`src/pkg/wlse_pkg.sv`:
```
// Constants, types and carriers shared by the wide load, stack and ALU slice.
package wlse_pkg;
  // ---------------------------------------------------------------
  // T-state totals per instruction form
  // ---------------------------------------------------------------
  localparam logic [4:0] T_ALU = 5'h04;
  localparam logic [4:0] T_LDI = 5'h0a;
  localparam logic [4:0] T_DIR_SHORT = 5'h10;
  localparam logic [4:0] T_DIR_LONG = 5'h14;
  localparam logic [4:0] T_PUSH = 5'h0b;
  localparam logic [4:0] T_PUSH_IDX = 5'h0f;
  localparam logic [4:0] T_POP = 5'h0a;
  localparam logic [4:0] T_POP_IDX = 5'h0e;
  localparam logic [4:0] T_PFX_NOP = 5'h06;
  // ---------------------------------------------------------------
  // Opcodes and prefixes
  // ---------------------------------------------------------------
  localparam logic [7:0] OP_PFX_EXT = 8'hed;
  localparam logic [7:0] OP_PFX_IDX0 = 8'hdd;
  localparam logic [7:0] OP_PFX_IDX1 = 8'hfd;
  localparam logic [7:0] OP_ST_DIR = 8'h22;
  localparam logic [7:0] OP_LOAD_DIR = 8'h2a;
  localparam logic [7:0] OP_PUSH_IDX = 8'he5;
  localparam logic [7:0] OP_POP_IDX = 8'he1;
  localparam int IDX_CHOICE_POS = 5;
  // ---------------------------------------------------------------
  // Flag bit positions
  // ---------------------------------------------------------------
  localparam int FL_S = 7;
  localparam int FL_Z = 6;
  localparam int FL_H = 4;
  localparam int FL_PV = 2;
  localparam int FL_N = 1;
  localparam int FL_C = 0;
  // ---------------------------------------------------------------
  // Pair codes and reset values
  // ---------------------------------------------------------------
  localparam logic [2:0] PAIR_FIRST = 3'h0;
  localparam logic [2:0] PAIR_SECOND = 3'h1;
  localparam logic [2:0] PAIR_PTR = 3'h2;
  localparam logic [2:0] PAIR_STK = 3'h3;
  localparam logic [2:0] PAIR_ACCF = 3'h4;
  localparam logic [2:0] PAIR_IDX0 = 3'h5;
  localparam logic [2:0] PAIR_IDX1 = 3'h6;
  localparam logic [15:0] RST_WORD = 16'h0000;
  localparam logic [7:0] RST_BYTE = 8'h00;
  // ---------------------------------------------------------------
  // APB register byte offsets
  // ---------------------------------------------------------------
  localparam logic [7:0] ADDR_CTRL = 8'h00;
  localparam logic [7:0] ADDR_PC = 8'h04;
  localparam logic [7:0] ADDR_ACCF = 8'h08;
  localparam logic [7:0] ADDR_GEN = 8'h0c;
  localparam logic [7:0] ADDR_PTRSP = 8'h10;
  localparam logic [7:0] ADDR_IDX = 8'h14;

  typedef enum logic [2:0] {
    S_FETCH, S_DECODE, S_IMM_RD, S_IMM_GET,
    S_DAT_RD, S_DAT_GET, S_DAT_WR, S_WAIT
  } wlse_state_type;

  typedef enum logic [2:0] {
    K_NONE, K_LDI, K_ST, K_LDM, K_PUSH, K_POP
  } wlse_kind_type;

  typedef enum logic [1:0] {PFX_NONE, PFX_EXT, PFX_IDX} wlse_pfx_type;

  typedef struct packed {
    logic [15:0] addr;
    logic [7:0] wdata;
    logic rd;
    logic wr;
  } wlse_mem_req_type;
endpackage

```
`src/logic/wlse_exec.sv`:
```
// Decode and execute slice: wide loads, stack traffic and register ALU ops.
//
// Overview of operation
// - Pair immediate load fills the chosen pair in 10 T states, flags kept.
// - Each 16-bit operand or direct address is fetched low byte first.
// - Direct pair store puts low at nn, high at nn+1, in 16 or 20 T.
// - Direct pair load takes low from nn, high from nn+1, in 16 or 20 T.
// - Both encodings of the pointer pair direct load give the same result.
// - Push puts high at stack-1, low at stack-2, stack less 2; 11 or 15 T.
// - Pop takes low at stack, high at stack+1, stack plus 2; 10 or 14 T.
// - Add puts A plus r in A in 4 T with S, Z, H, V, C set and N cleared.
// - Add with carry also adds the carry flag, flags exactly as add.
// - Subtract takes r from A in 4 T with borrow flags and N set.
// - Subtract with borrow also takes the carry, flags as subtract.
// - AND sets S, Z, parity from the result, sets H, clears N and C.
// - OR sets S, Z, parity from the result and clears H, N and C.
// - The register field decodes 000 to B through L in order, 111 to A.
// - Pair field: first, second, pointer, stack; 11 is A, F for the stack.
//
// The address map and the APB slave port were left to the implementer.
`timescale 1ns/1ps
module wlse_exec (
  input wire logic pclk,
  input wire logic presetn,
  input wire logic psel,
  input wire logic penable,
  input wire logic pwrite,
  input wire logic [7:0] paddr,
  input wire logic [31:0] pwdata,
  output logic [31:0] prdata,
  output logic pready,
  output logic pslverr,
  output wlse_pkg::wlse_mem_req_type mem_req,
  input wire logic [7:0] mem_rdata
);
  import wlse_pkg::*;

  // ---------------------------------------------------------------
  // State
  // ---------------------------------------------------------------
  wlse_state_type state_r;
  wlse_kind_type kind_r;
  wlse_pfx_type pfx_r;
  logic [4:0] t_cnt_r, tot_r;
  logic [2:0] sel_r;
  logic ixc_r, hi_r, run_r;
  logic [15:0] ea_r, pc_r, stk_ptr_r, idx0_r, idx1_r;
  logic [7:0] imm_r, a_r, f_r, b_r, c_r, d_r, e_r, h_r, l_r;

  // Pair view by code; the pair field decodes here.
  function automatic logic [15:0] pair_get(input logic [2:0] s);
    case (s)
      PAIR_FIRST: pair_get = {b_r, c_r};
      PAIR_SECOND: pair_get = {d_r, e_r};
      PAIR_PTR: pair_get = {h_r, l_r};
      PAIR_STK: pair_get = stk_ptr_r;
      PAIR_ACCF: pair_get = {a_r, f_r};
      PAIR_IDX0: pair_get = idx0_r;
      PAIR_IDX1: pair_get = idx1_r;
      default: pair_get = RST_WORD;
    endcase
  endfunction

  // Eight-bit operand by register field; 110 is memory and never used.
  function automatic logic [7:0] reg_get(input logic [2:0] r);
    case (r)
      3'h0: reg_get = b_r;
      3'h1: reg_get = c_r;
      3'h2: reg_get = d_r;
      3'h3: reg_get = e_r;
      3'h4: reg_get = h_r;
      3'h5: reg_get = l_r;
      3'h7: reg_get = a_r;
      default: reg_get = RST_BYTE;
    endcase
  endfunction

  // ---------------------------------------------------------------
  // Opcode decode
  // ---------------------------------------------------------------
  // The opcode is read straight off the bus in the decode cycle.
  wire [7:0] op = mem_rdata;
  wire [1:0] pair_select_field = op[5:4];
  wire pn = (pfx_r == PFX_NONE);
  wire px = (pfx_r == PFX_EXT);
  wire pi = (pfx_r == PFX_IDX);
  wire pfx_take = pn && (op == OP_PFX_EXT || op == OP_PFX_IDX0 ||
                         op == OP_PFX_IDX1);
  wire dec_go = (state_r == S_DECODE) && !pfx_take;
  wire d_ldi = pn && op[7:6] == 2'b00 && op[3:0] == 4'h1;
  wire d_st = (pn && op == OP_ST_DIR) || (pi && op == OP_ST_DIR) ||
              (px && op[7:6] == 2'b01 && op[3:0] == 4'h3);
  // Both encodings of the pointer pair load land on the same path.
  wire d_ldm = (pn && op == OP_LOAD_DIR) || (pi && op == OP_LOAD_DIR) ||
               (px && op[7:6] == 2'b01 && op[3:0] == 4'hb);
  wire d_push = (pn && op[7:6] == 2'b11 && op[3:0] == 4'h5) ||
                (pi && op == OP_PUSH_IDX);
  wire d_pop = (pn && op[7:6] == 2'b11 && op[3:0] == 4'h1) ||
               (pi && op == OP_POP_IDX);
  // XOR and compare (101, 111) and the memory operand are left out.
  wire d_alu = pn && op[7:6] == 2'b10 && op[5:3] != 3'b101 &&
               op[5:3] != 3'b111 && op[2:0] != 3'b110;
  wire alu_go = dec_go && d_alu;
  wire [2:0] idx_sel = ixc_r ? PAIR_IDX1 : PAIR_IDX0;
  wire [2:0] stk_sel = (pair_select_field == 2'b11) ? PAIR_ACCF :
                       {1'b0, pair_select_field};
  wire ptr_op = pn && (op == OP_ST_DIR || op == OP_LOAD_DIR);
  wire [2:0] dec_sel = pi ? idx_sel : (d_push || d_pop) ? stk_sel :
                       ptr_op ? PAIR_PTR : {1'b0, pair_select_field};
  wlse_kind_type dec_kind;
  logic [4:0] dec_tot;
  wlse_state_type dec_next;

  // Kind, T-state total and first step of the decoded instruction.
  always_comb begin
    dec_kind = K_NONE;
    // A prefix already used two cycles, so its no-op total is longer.
    dec_tot = pn ? T_ALU : T_PFX_NOP;
    dec_next = S_WAIT;
    if (d_ldi) begin
      dec_kind = K_LDI;
      dec_tot = T_LDI;
      dec_next = S_IMM_RD;
    end else if (d_st || d_ldm) begin
      dec_kind = d_st ? K_ST : K_LDM;
      dec_tot = ptr_op ? T_DIR_SHORT : T_DIR_LONG;
      dec_next = S_IMM_RD;
    end else if (d_push) begin
      dec_kind = K_PUSH;
      dec_tot = pi ? T_PUSH_IDX : T_PUSH;
      dec_next = S_DAT_WR;
    end else if (d_pop) begin
      dec_kind = K_POP;
      dec_tot = pi ? T_POP_IDX : T_POP;
      dec_next = S_DAT_RD;
    end
  end

  // ---------------------------------------------------------------
  // ALU
  // ---------------------------------------------------------------
  // Carry in only for the with-carry forms, which have bit 3 set.
  wire [7:0] src8 = reg_get(op[2:0]);
  wire cin = op[3] & f_r[FL_C];
  wire [8:0] sum9 = {1'b0, a_r} + {1'b0, src8} + {8'h00, cin};
  wire [8:0] dif9 = {1'b0, a_r} - {1'b0, src8} - {8'h00, cin};
  wire [4:0] hsum = {1'b0, a_r[3:0]} + {1'b0, src8[3:0]} + {4'h0, cin};
  wire [4:0] hdif = {1'b0, a_r[3:0]} - {1'b0, src8[3:0]} - {4'h0, cin};
  wire is_sub = (op[5:4] == 2'b01);
  wire is_log = op[5];
  wire [7:0] log8 = op[4] ? (a_r | src8) : (a_r & src8);
  wire [7:0] res8 = is_log ? log8 : is_sub ? dif9[7:0] : sum9[7:0];
  wire ovf_add = (a_r[7] == src8[7]) && (sum9[7] != a_r[7]);
  wire ovf_sub = (a_r[7] != src8[7]) && (dif9[7] != a_r[7]);
  wire fh = is_log ? !op[4] : is_sub ? hdif[4] : hsum[4];
  wire fpv = is_log ? ~^res8 : is_sub ? ovf_sub : ovf_add;
  wire fc = is_log ? 1'b0 : is_sub ? dif9[8] : sum9[8];
  wire [7:0] f_alu = {res8[7], res8 == 8'h00, f_r[5], fh,
                      f_r[3], fpv, is_sub, fc};

  // ---------------------------------------------------------------
  // Pair write and stack step
  // ---------------------------------------------------------------
  wire pw_en = hi_r && ((state_r == S_IMM_GET && kind_r == K_LDI) ||
                        state_r == S_DAT_GET);
  wire [15:0] pw_val = {op, imm_r};
  wire [15:0] sel_val = pair_get(sel_r);
  wire last_wr = hi_r ? (kind_r == K_ST) : (kind_r == K_PUSH);
  wire stk_dn = state_r == S_DAT_WR && kind_r == K_PUSH && !hi_r;
  wire stk_up = state_r == S_DAT_GET && kind_r == K_POP && hi_r;

  // ---------------------------------------------------------------
  // APB slave
  // ---------------------------------------------------------------
  wire apb_setup = psel && !penable;
  wire apb_wr = psel && penable && pready && pwrite;
  wire hit = paddr inside {ADDR_CTRL, ADDR_PC, ADDR_ACCF, ADDR_GEN,
                           ADDR_PTRSP, ADDR_IDX};
  wire [31:0] rd_val =
    (paddr == ADDR_CTRL) ? {30'h0, state_r != S_FETCH, run_r} :
    (paddr == ADDR_PC) ? {16'h0000, pc_r} :
    (paddr == ADDR_ACCF) ? {16'h0000, a_r, f_r} :
    (paddr == ADDR_GEN) ? {b_r, c_r, d_r, e_r} :
    (paddr == ADDR_PTRSP) ? {h_r, l_r, stk_ptr_r} :
    (paddr == ADDR_IDX) ? {idx0_r, idx1_r} : 32'h0;

  // Answer is staged in setup so that every access takes one cycle.
  always_ff @(posedge pclk or negedge presetn) begin
    if (!presetn) begin
      prdata <= 32'h0;
      pready <= 1'b0;
      pslverr <= 1'b0;
      run_r <= 1'b0;
    end else begin
      pready <= apb_setup;
      pslverr <= apb_setup && !hit;
      prdata <= apb_setup && !pwrite ? rd_val : 32'h0;
      if (apb_wr && paddr == ADDR_CTRL) begin
        run_r <= pwdata[0];
      end
    end
  end

  // ---------------------------------------------------------------
  // Sequencer and memory bus
  // ---------------------------------------------------------------
  // Memory reads are taken in the cycle after the request, so the
  // memory must answer combinationally while rd is high.
  always_ff @(posedge pclk or negedge presetn) begin
    if (!presetn) begin
      state_r <= S_FETCH;
      kind_r <= K_NONE;
      pfx_r <= PFX_NONE;
      t_cnt_r <= 5'h00;
      tot_r <= T_ALU;
      sel_r <= PAIR_FIRST;
      ixc_r <= 1'b0;
      hi_r <= 1'b0;
      ea_r <= RST_WORD;
      imm_r <= RST_BYTE;
      pc_r <= RST_WORD;
      mem_req <= '0;
    end else begin
      mem_req.rd <= 1'b0;
      mem_req.wr <= 1'b0;
      t_cnt_r <= t_cnt_r + 5'h01;
      case (state_r)
        S_FETCH: begin
          if (run_r || !pn) begin
            mem_req.addr <= pc_r;
            mem_req.rd <= 1'b1;
            pc_r <= pc_r + 16'h0001;
            state_r <= S_DECODE;
          end else begin
            t_cnt_r <= 5'h00;
          end
        end
        S_DECODE: begin
          if (pfx_take) begin
            pfx_r <= (op == OP_PFX_EXT) ? PFX_EXT : PFX_IDX;
            ixc_r <= op[IDX_CHOICE_POS];
            state_r <= S_FETCH;
          end else begin
            pfx_r <= PFX_NONE;
            kind_r <= dec_kind;
            tot_r <= dec_tot;
            sel_r <= dec_sel;
            hi_r <= d_push;
            ea_r <= d_push ? stk_ptr_r - 16'h0001 : stk_ptr_r;
            state_r <= dec_next;
          end
        end
        S_IMM_RD: begin
          mem_req.addr <= pc_r;
          mem_req.rd <= 1'b1;
          pc_r <= pc_r + 16'h0001;
          state_r <= S_IMM_GET;
        end
        S_IMM_GET: begin
          hi_r <= !hi_r;
          if (!hi_r) begin
            imm_r <= op;
            state_r <= S_IMM_RD;
          end else begin
            ea_r <= {op, imm_r};
            state_r <= (kind_r == K_LDI) ? S_WAIT :
                       (kind_r == K_ST) ? S_DAT_WR : S_DAT_RD;
          end
        end
        S_DAT_RD: begin
          mem_req.addr <= ea_r;
          mem_req.rd <= 1'b1;
          state_r <= S_DAT_GET;
        end
        S_DAT_GET: begin
          hi_r <= !hi_r;
          if (!hi_r) begin
            imm_r <= op;
            ea_r <= ea_r + 16'h0001;
            state_r <= S_DAT_RD;
          end else begin
            state_r <= S_WAIT;
          end
        end
        S_DAT_WR: begin
          mem_req.addr <= ea_r;
          mem_req.wdata <= hi_r ? sel_val[15:8] : sel_val[7:0];
          mem_req.wr <= 1'b1;
          if (last_wr) begin
            state_r <= S_WAIT;
          end else begin
            hi_r <= !hi_r;
            ea_r <= (kind_r == K_PUSH) ? ea_r - 16'h0001 :
                    ea_r + 16'h0001;
          end
        end
        S_WAIT: begin
          if (t_cnt_r == tot_r - 5'h01) begin
            t_cnt_r <= 5'h00;
            state_r <= S_FETCH;
          end
        end
        default: state_r <= S_FETCH;
      endcase
      if (apb_wr && paddr == ADDR_PC && !run_r) begin
        pc_r <= pwdata[15:0];
      end
    end
  end

  // ---------------------------------------------------------------
  // Register file
  // ---------------------------------------------------------------
  // Wide transfers leave the flags alone unless the pair is A with F.
  always_ff @(posedge pclk or negedge presetn) begin
    if (!presetn) begin
      {a_r, f_r, b_r, c_r} <= {RST_WORD, RST_WORD};
      {d_r, e_r, h_r, l_r} <= {RST_WORD, RST_WORD};
      {stk_ptr_r, idx0_r, idx1_r} <= {RST_WORD, RST_WORD, RST_WORD};
    end else begin
      if (alu_go) begin
        a_r <= res8;
        f_r <= f_alu;
      end
      if (pw_en) begin
        case (sel_r)
          PAIR_FIRST: {b_r, c_r} <= pw_val;
          PAIR_SECOND: {d_r, e_r} <= pw_val;
          PAIR_PTR: {h_r, l_r} <= pw_val;
          PAIR_STK: stk_ptr_r <= pw_val;
          PAIR_ACCF: {a_r, f_r} <= pw_val;
          PAIR_IDX0: idx0_r <= pw_val;
          PAIR_IDX1: idx1_r <= pw_val;
          default: ;
        endcase
      end
      if (stk_dn) stk_ptr_r <= stk_ptr_r - 16'h0002;
      if (stk_up) stk_ptr_r <= stk_ptr_r + 16'h0002;
    end
  end
endmodule

```
`config.mk`:
```
export PLATFORM = sky130hd
export DESIGN_NAME = wlse_exec
export DESIGN_NICKNAME = d
export VERILOG_FILES = /design/src/pkg/wlse_pkg.sv /design/src/logic/wlse_exec.sv
export SDC_FILE = /design/constraint.sdc
export NUM_CORES = 1
export LEC_CHECK = 0
export BUFFER_PORTS_ARGS = -buffer_cell sky130_fd_sc_hd__clkbuf_2
export CAP_MARGIN = 20
export CELL_PAD_IN_SITES_DETAIL_PLACEMENT = 0
export CELL_PAD_IN_SITES_GLOBAL_PLACEMENT = 1
export CORE_ASPECT_RATIO = 0.8
export CORE_MARGIN = 10
export CORE_UTILIZATION = 43
export DETAILED_ROUTE_END_ITERATION = 8
export PLACE_DENSITY_LB_ADDON = 0.3
export SYNTH_ARGS = -nofsm -noshare
export SYNTH_HDL_FRONTEND = slang
export SYNTH_SLANG_ARGS = --single-unit
```
`constraint.sdc`:
```
create_clock -name pclk -period 8 [get_ports pclk]
set_input_delay 1.6 -clock pclk [delete_from_list [all_inputs] [get_ports pclk]]
set_output_delay 1.6 -clock pclk [all_outputs]
set_load 0.05 [all_outputs]
```
# Yosys cells after proc, flatten, opt, wreduce, memory -nomap -nowiden

Cells that the tools add are included.

Bits in registers: 236
Input port bits: 53
Output and inout bits: 60
Logic and storage cells: 290

Add/sub/neg operators: 16
Eq/ne operators: 62
Multiplexer cells: 84
Bitwise operators: 5
Reduce and logical (&&, ||, !) cells: 93

Operators with widths:

| operator                                            | count |
|---|---|
| 2-to-1 mux 32 bit                                   | 7 |
| 2-to-1 mux 16 bit                                   | 13 |
| one-hot mux 16 bit (7 select lines)                 | 1 |
| 2-to-1 mux 8 bit                                    | 10 |
| one-hot mux 16 bit (4 select lines)                 | 1 |
| one-hot mux 8 bit (7 select lines)                  | 1 |
| 2-to-1 mux 3 bit                                    | 17 |
| one-hot mux 16 bit (3 select lines)                 | 1 |
| == test 8 bit (second input constant)               | 5 |
| logical AND 1 bit                                   | 39 |
| == test 3 bit (second input constant)               | 12 |
| adder 16 x 1 -> 16 bit (second input constant)      | 2 |
| one-hot mux 16 bit (2 select lines)                 | 1 |
| subtractor 16 x 1 -> 16 bit (second input constant) | 2 |
| one-hot mux 3 bit (8 select lines)                  | 1 |
| AND reduction 2 bit                                 | 11 |
| == test 3 x 2 -> 1 bit (second input constant)      | 7 |
| 2-to-1 mux 2 bit                                    | 10 |
| 2-to-1 mux 5 bit                                    | 4 |
| nonzero test 3 bit                                  | 6 |
| adder 16 x 2 -> 16 bit (second input constant)      | 1 |
| == test 8 x 4 -> 1 bit (second input constant)      | 2 |
| == test 8 x 5 -> 1 bit (second input constant)      | 2 |
| == test 8 x 6 -> 1 bit (second input constant)      | 2 |
| other kinds (44)                                    | 102 |

# Depth between registers and ports, before layout

Word-level depth: 11
Gate-level depth with buffers: 24
Depth with buffers taken out: 22

# Worst setup path after synthesis

Ideal clock, no wire load.

Kind: in2reg
Start: input mem_rdata[2]
End: register f_r[2]
Library setup time: 123 ps
Data arrival time: 5720 ps
Required time: 7877 ps
Slack: 2157 ps
Cell stages on the path: 24
Path buffers: 2
Path through: clkbuf_1 > buf_1 > mux2i_1 > nor2_1 > a21oi_1 > nor2_1 > a211oi_1 > inv_1 > fa_1 > inv_1 > fa_1 > nor2b_1 > or2_2 > a21oi_1 > xnor2_1 > mux4_2 > inv_1 > ha_1 > xor2_1 > xnor2_1 > nand2_1 > nand3_1 > a21oi_1 > a21oi_1

Cells in the longest elaborated chain, start to end: 11
Elaborated cells on any way between the ends: 40
Those cells by class: add/sub (4); eq/ne (14); mux (9); bitwise (2); reduce/logical (11)

Ends and longest elaborated chain:

| item                                                                     | RTL line                           | source |
|---|---|---|
| from (decl)                                                              | wlse_exec.sv:34                    | `input wire logic [7:0] mem_rdata` |
| == test 3 bit (tied with other cells)                                    | wlse_exec.sv:66                    | `case (r)` |
| one-hot mux 8 bit (7 select lines)                                       | wlse_exec.sv:66                    |  |
| adder 8 x 8 -> 9 bit / subtractor 8 x 8 -> 9 bit (equally long branches) | wlse_exec.sv:145, wlse_exec.sv:146 |  |
| adder 9 x 1 -> 9 bit / subtractor 9 x 1 -> 9 bit (equally long branches) | wlse_exec.sv:145, wlse_exec.sv:146 |  |
| 2-to-1 mux 8 bit (tied with other cells) (2 in a row)                    | wlse_exec.sv:152                   | `wire [7:0] res8 = is_log ? log8 : is_sub ? dif9[7:0] : sum9[7:0];` |
| XNOR reduction 8 bit / 2-to-1 mux 1 bit (equally long branches)          | wlse_exec.sv:156                   | `wire fpv = is_log ? ~^res8 : is_sub ? ovf_sub : ovf_add;` |
| 2-to-1 mux 1 bit                                                         | wlse_exec.sv:156                   |  |
| 2-to-1 mux 8 bit *                                                       | wlse_exec.sv:321                   | `if (alu_go) begin` |
| 2-to-1 mux 8 bit                                                         | wlse_exec.sv:326                   | `case (sel_r)` |
| 2-to-1 mux 8 bit *                                                       | wlse_exec.sv:325                   | `if (pw_en) begin` |
| to (signal assigned)                                                     | wlse_exec.sv:317                   | `{a_r, f_r, b_r, c_r} <= {RST_WORD, RST_WORD};` |
| to (signal assigned)                                                     | wlse_exec.sv:323                   | `f_r <= f_alu;` |
| to (signal assigned)                                                     | wlse_exec.sv:331                   | `PAIR_ACCF: {a_r, f_r} <= pw_val;` |
| to (decl)                                                                | wlse_exec.sv:48                    | `logic [7:0] imm_r, a_r, f_r, b_r, c_r, d_r, e_r, h_r, l_r;` |

Mark *: on every way between the ends. The rest lies on a longest branch, timed or not.
A chain may end at the register's enable or synchronous reset.

# Final worst setup path

Same ends and word-level chain as after synthesis.

==> reports/results.ini <==
[worst_setup_path]
crit_path_top_delay_cell=a211oi_1
slowest_delay_ns=0.72
r2r_start=b_r[0]$_DFFE_PN0P_
cp.arrival_ns=6.57
crit_top_cell=a21oi_1
critPathTopFamily=compound AO/OA/AOI/OAI gates
end_kind=flop
setup.worst_path.start_class=primary input
crit_buf_inv=3
reg2regPathDepth=21
r2r_slack_ns=3.19
required_ns=8.49
critPathMaxFanout=22
path_cells=clkbuf_2, mux2i_1, nor2_1, a21oi_1, nor2_1, a211oi_1, inv_1, fa_1, inv_1, ha_1, o21ai_0, a22oi_1, a31oi_1, mux2i_1, nand3_1, ha_1, xor2_1, xnor2_1, nand2_1, nand3_1, a21oi_1, a21oi_1
crit_type=in -> reg
critPathLaunch=mem_rdata[2]
r2r-end=f_r[2]$_DFF_PN0_

[global_routing]
grt_use_total=0.245
grt_overflow=0
grt_pass1_wl_mm=84.3
antenna_found_initial=1
grt_pass1_vias=13238
grt_start_max_net_pins=141

[power_and_ir_drop]
ir_drop_v=0.000170
pwr-share-seq=0.384
clkPwrFrac=0.282
switchingPower_w=0.00182
p_leak_nw=7.24
power_density_nw_per_um2=259
total_power_w=0.00442
p_int_w=0.00260
switching_share=0.412
p_comb_frac=0.334

[detailed_routing]
route.vias.total=13933
vias_per_cell=6.29
first_pass_iters=6
wl_mm=55.6
wire_per_inst_um=25.1
drt.antenna.violating_nets=0
drt_iter0_drc=1671
drc_errors=0

[final_layout]
syn_to_final_growth_pct=10.4
instances_no_fill=2216
layout_common_cells=233 x dfrtp_1, 182 x nor2_1, 142 x nand2_1, 116 x o21ai_0, 114 x a21oi_1
antenna_cells=0
drive_above_1_share=0.180
layout_commonest_cell=dfrtp_1
nets=1819

[placement]
gp_congestion=0.945
dp_hpwl_mm=38.9
numPortBuffers=96
place_inst=2169

[worst_hold_path]
hold_start=mem_req[8]$_DFFE_PN0P_
hold_depth=2
hold_class=reg -> reg
hold_path_end=mem_req[8]$_DFFE_PN0P_

[timing]
relSlewSlack=0.204
holdWs_ns=0.487
fin_crit_ns=6.08
finClkSkew_ns=0.0212
drv_slew=0
max_freq_mhz=165
worst_pin_slew_ns=1.19
setup_violations=0
fin_crit_sh=0.759
finalSetupTns_ns=0
final-hold-violation-count=0
grt_setup_unrepaired=false

[floorplan]
die_w_um=232
io_pins=113
start_util=0.433
num_rows=62
core_um2=35700
die_y_um=190
die_area_um2=44000

[synthesis]
synthDistinctLibCells=93
synth_area_um2=15500
ys.warnings.count=0
synthesis.nets=1801
synth.top_cells.by_area=dfrtp_1 38%, mux2_2 7.5%, nor2_1 4.4%
synth_top_cell_area_share=0.379
ys.flop_type=dfrtp_1
synthArstFlopShare=1.00
yosysTopAreaCell=dfrtp_1
syn_inst=1701
syn-mean-instance-area_um2=9.09
yosysSeqAreaShare=0.381
ys_ff_latch=235
synth_edf_count=0

[clock_tree]
path_clk_slew_ns=0.06
cts_max_level=1
ctsResizeCount=0
hold_buffers=0
cts_made_buffers=27
cts_sinks=235
cts_tree=yes
cts_root_buf=clkbuf_16
worstSkewPairLatency_ns=0.58
clock_path_buffers=3
post_cts_buffers=0

[outcome]
status=completed

[run]
maxCapViolCount=0

area by class of cell:
class | count | area (um2)
multi-input cells | 1269 | 8760
clock buffers | 41 | 798
fillers | 3493 | 18600
clock inverters | 5 | 65.1
flip-flops and latches | 235 | 5880
repair buffers | 127 | 736
inverters | 59 | 221
well taps | 480 | 601
cells in the mapped netlist, types with 19 or more instances:
cell type,count
dfrtp_1,234
nor2_1,182
nand2_1,142
o21ai_0,116
a21oi_1,115
mux2_2,103
clkbuf_1,99
inv_1,59
mux2i_1,48
xnor2_1,44
ha_1,43
nand3_1,33
nor3_1,30
a221oi_1,25
nor2b_1,24
xor2_1,22
a222oi_1,21
a31oi_1,20
nand2b_1,19
power groups by stage:
stage	clock [W]	sequential (W)	combinational, W
5_1_grt	0.00131	0.00172	0.00161
3_5_place_dp	0	0.00170	0.00146
2_1_floorplan	0	0.00170	0.000987
4_1_cts	0.00127	0.00168	0.00146
6_report	0.00125	0.00170	0.00148
3_3_place_gp	0	0.00170	0.00145
worst min-delay path: cells and delay by family (launching register included):
family           cells  cell delay (ns)
and+or+nand+nor      2             0.10
DFF                  1             0.35
layer usage:
layer  part of all wire  routed length [um]  track usage  vias up
met3               0.11                5870       0.0636       93
met5                  0                   0            0        -
met2               0.42               23100        0.350      675
met4              0.021                1180       0.0474        0
met1               0.46               25400        0.366     6951
li1                   -                   -            -     6214
flip-flops by register name, summed over array words and instances (netlist names), 16 cells and up:
signal     flops
mem_req       26
pc_r          16
idx0_r        16
stk_ptr_r     16
idx1_r        16
prdata        32
ea_r          16
cell families (layout without fill, tap and decap cells):
logic type / after synthesis / in the layout / share of synthesized area
muxes: 162 / 162 / 0.122
DFF: 235 / 235 / 0.381
AOI/OAI and AO/OA: 451 / 451 / 0.193
buffers and inverters: 197 / 232 / 0.0542
adders and majority gates: 47 / 47 / 0.0400
and+or+nand+nor: 542 / 542 / 0.172
xor gates and xnor gates: 67 / 67 / 0.0389
per-stage QoR:
stage	area (um2)	worst slack, ns	util
5_1_grt	17100	1.62	0.478
6_report	17100	1.92	0.478
4_1_cts	17100	2.02	0.478
3_5_place_dp	16200	1.44	0.454
3_3_place_gp	16200	1.49	0.454
2_1_floorplan	15500	2.16	-
how the worst max path moves through the flow:
stage / cells past startpoint / slack, ns / to
finish: 22 / 1.92 / f_r[2]$_DFF_PN0_
CTS: 20 / 2.02 / f_r[2]$_DFF_PN0_
global placement: 20 / 1.49 / f_r[2]$_DFF_PN0_
detailed placement: 20 / 1.44 / f_r[2]$_DFF_PN0_
global route: 20 / 1.62 / f_r[2]$_DFF_PN0_
floorplan: 24 / 2.16 / f_r[2]$_DFF_PN0_
Power figures use the tool's default switching activity.
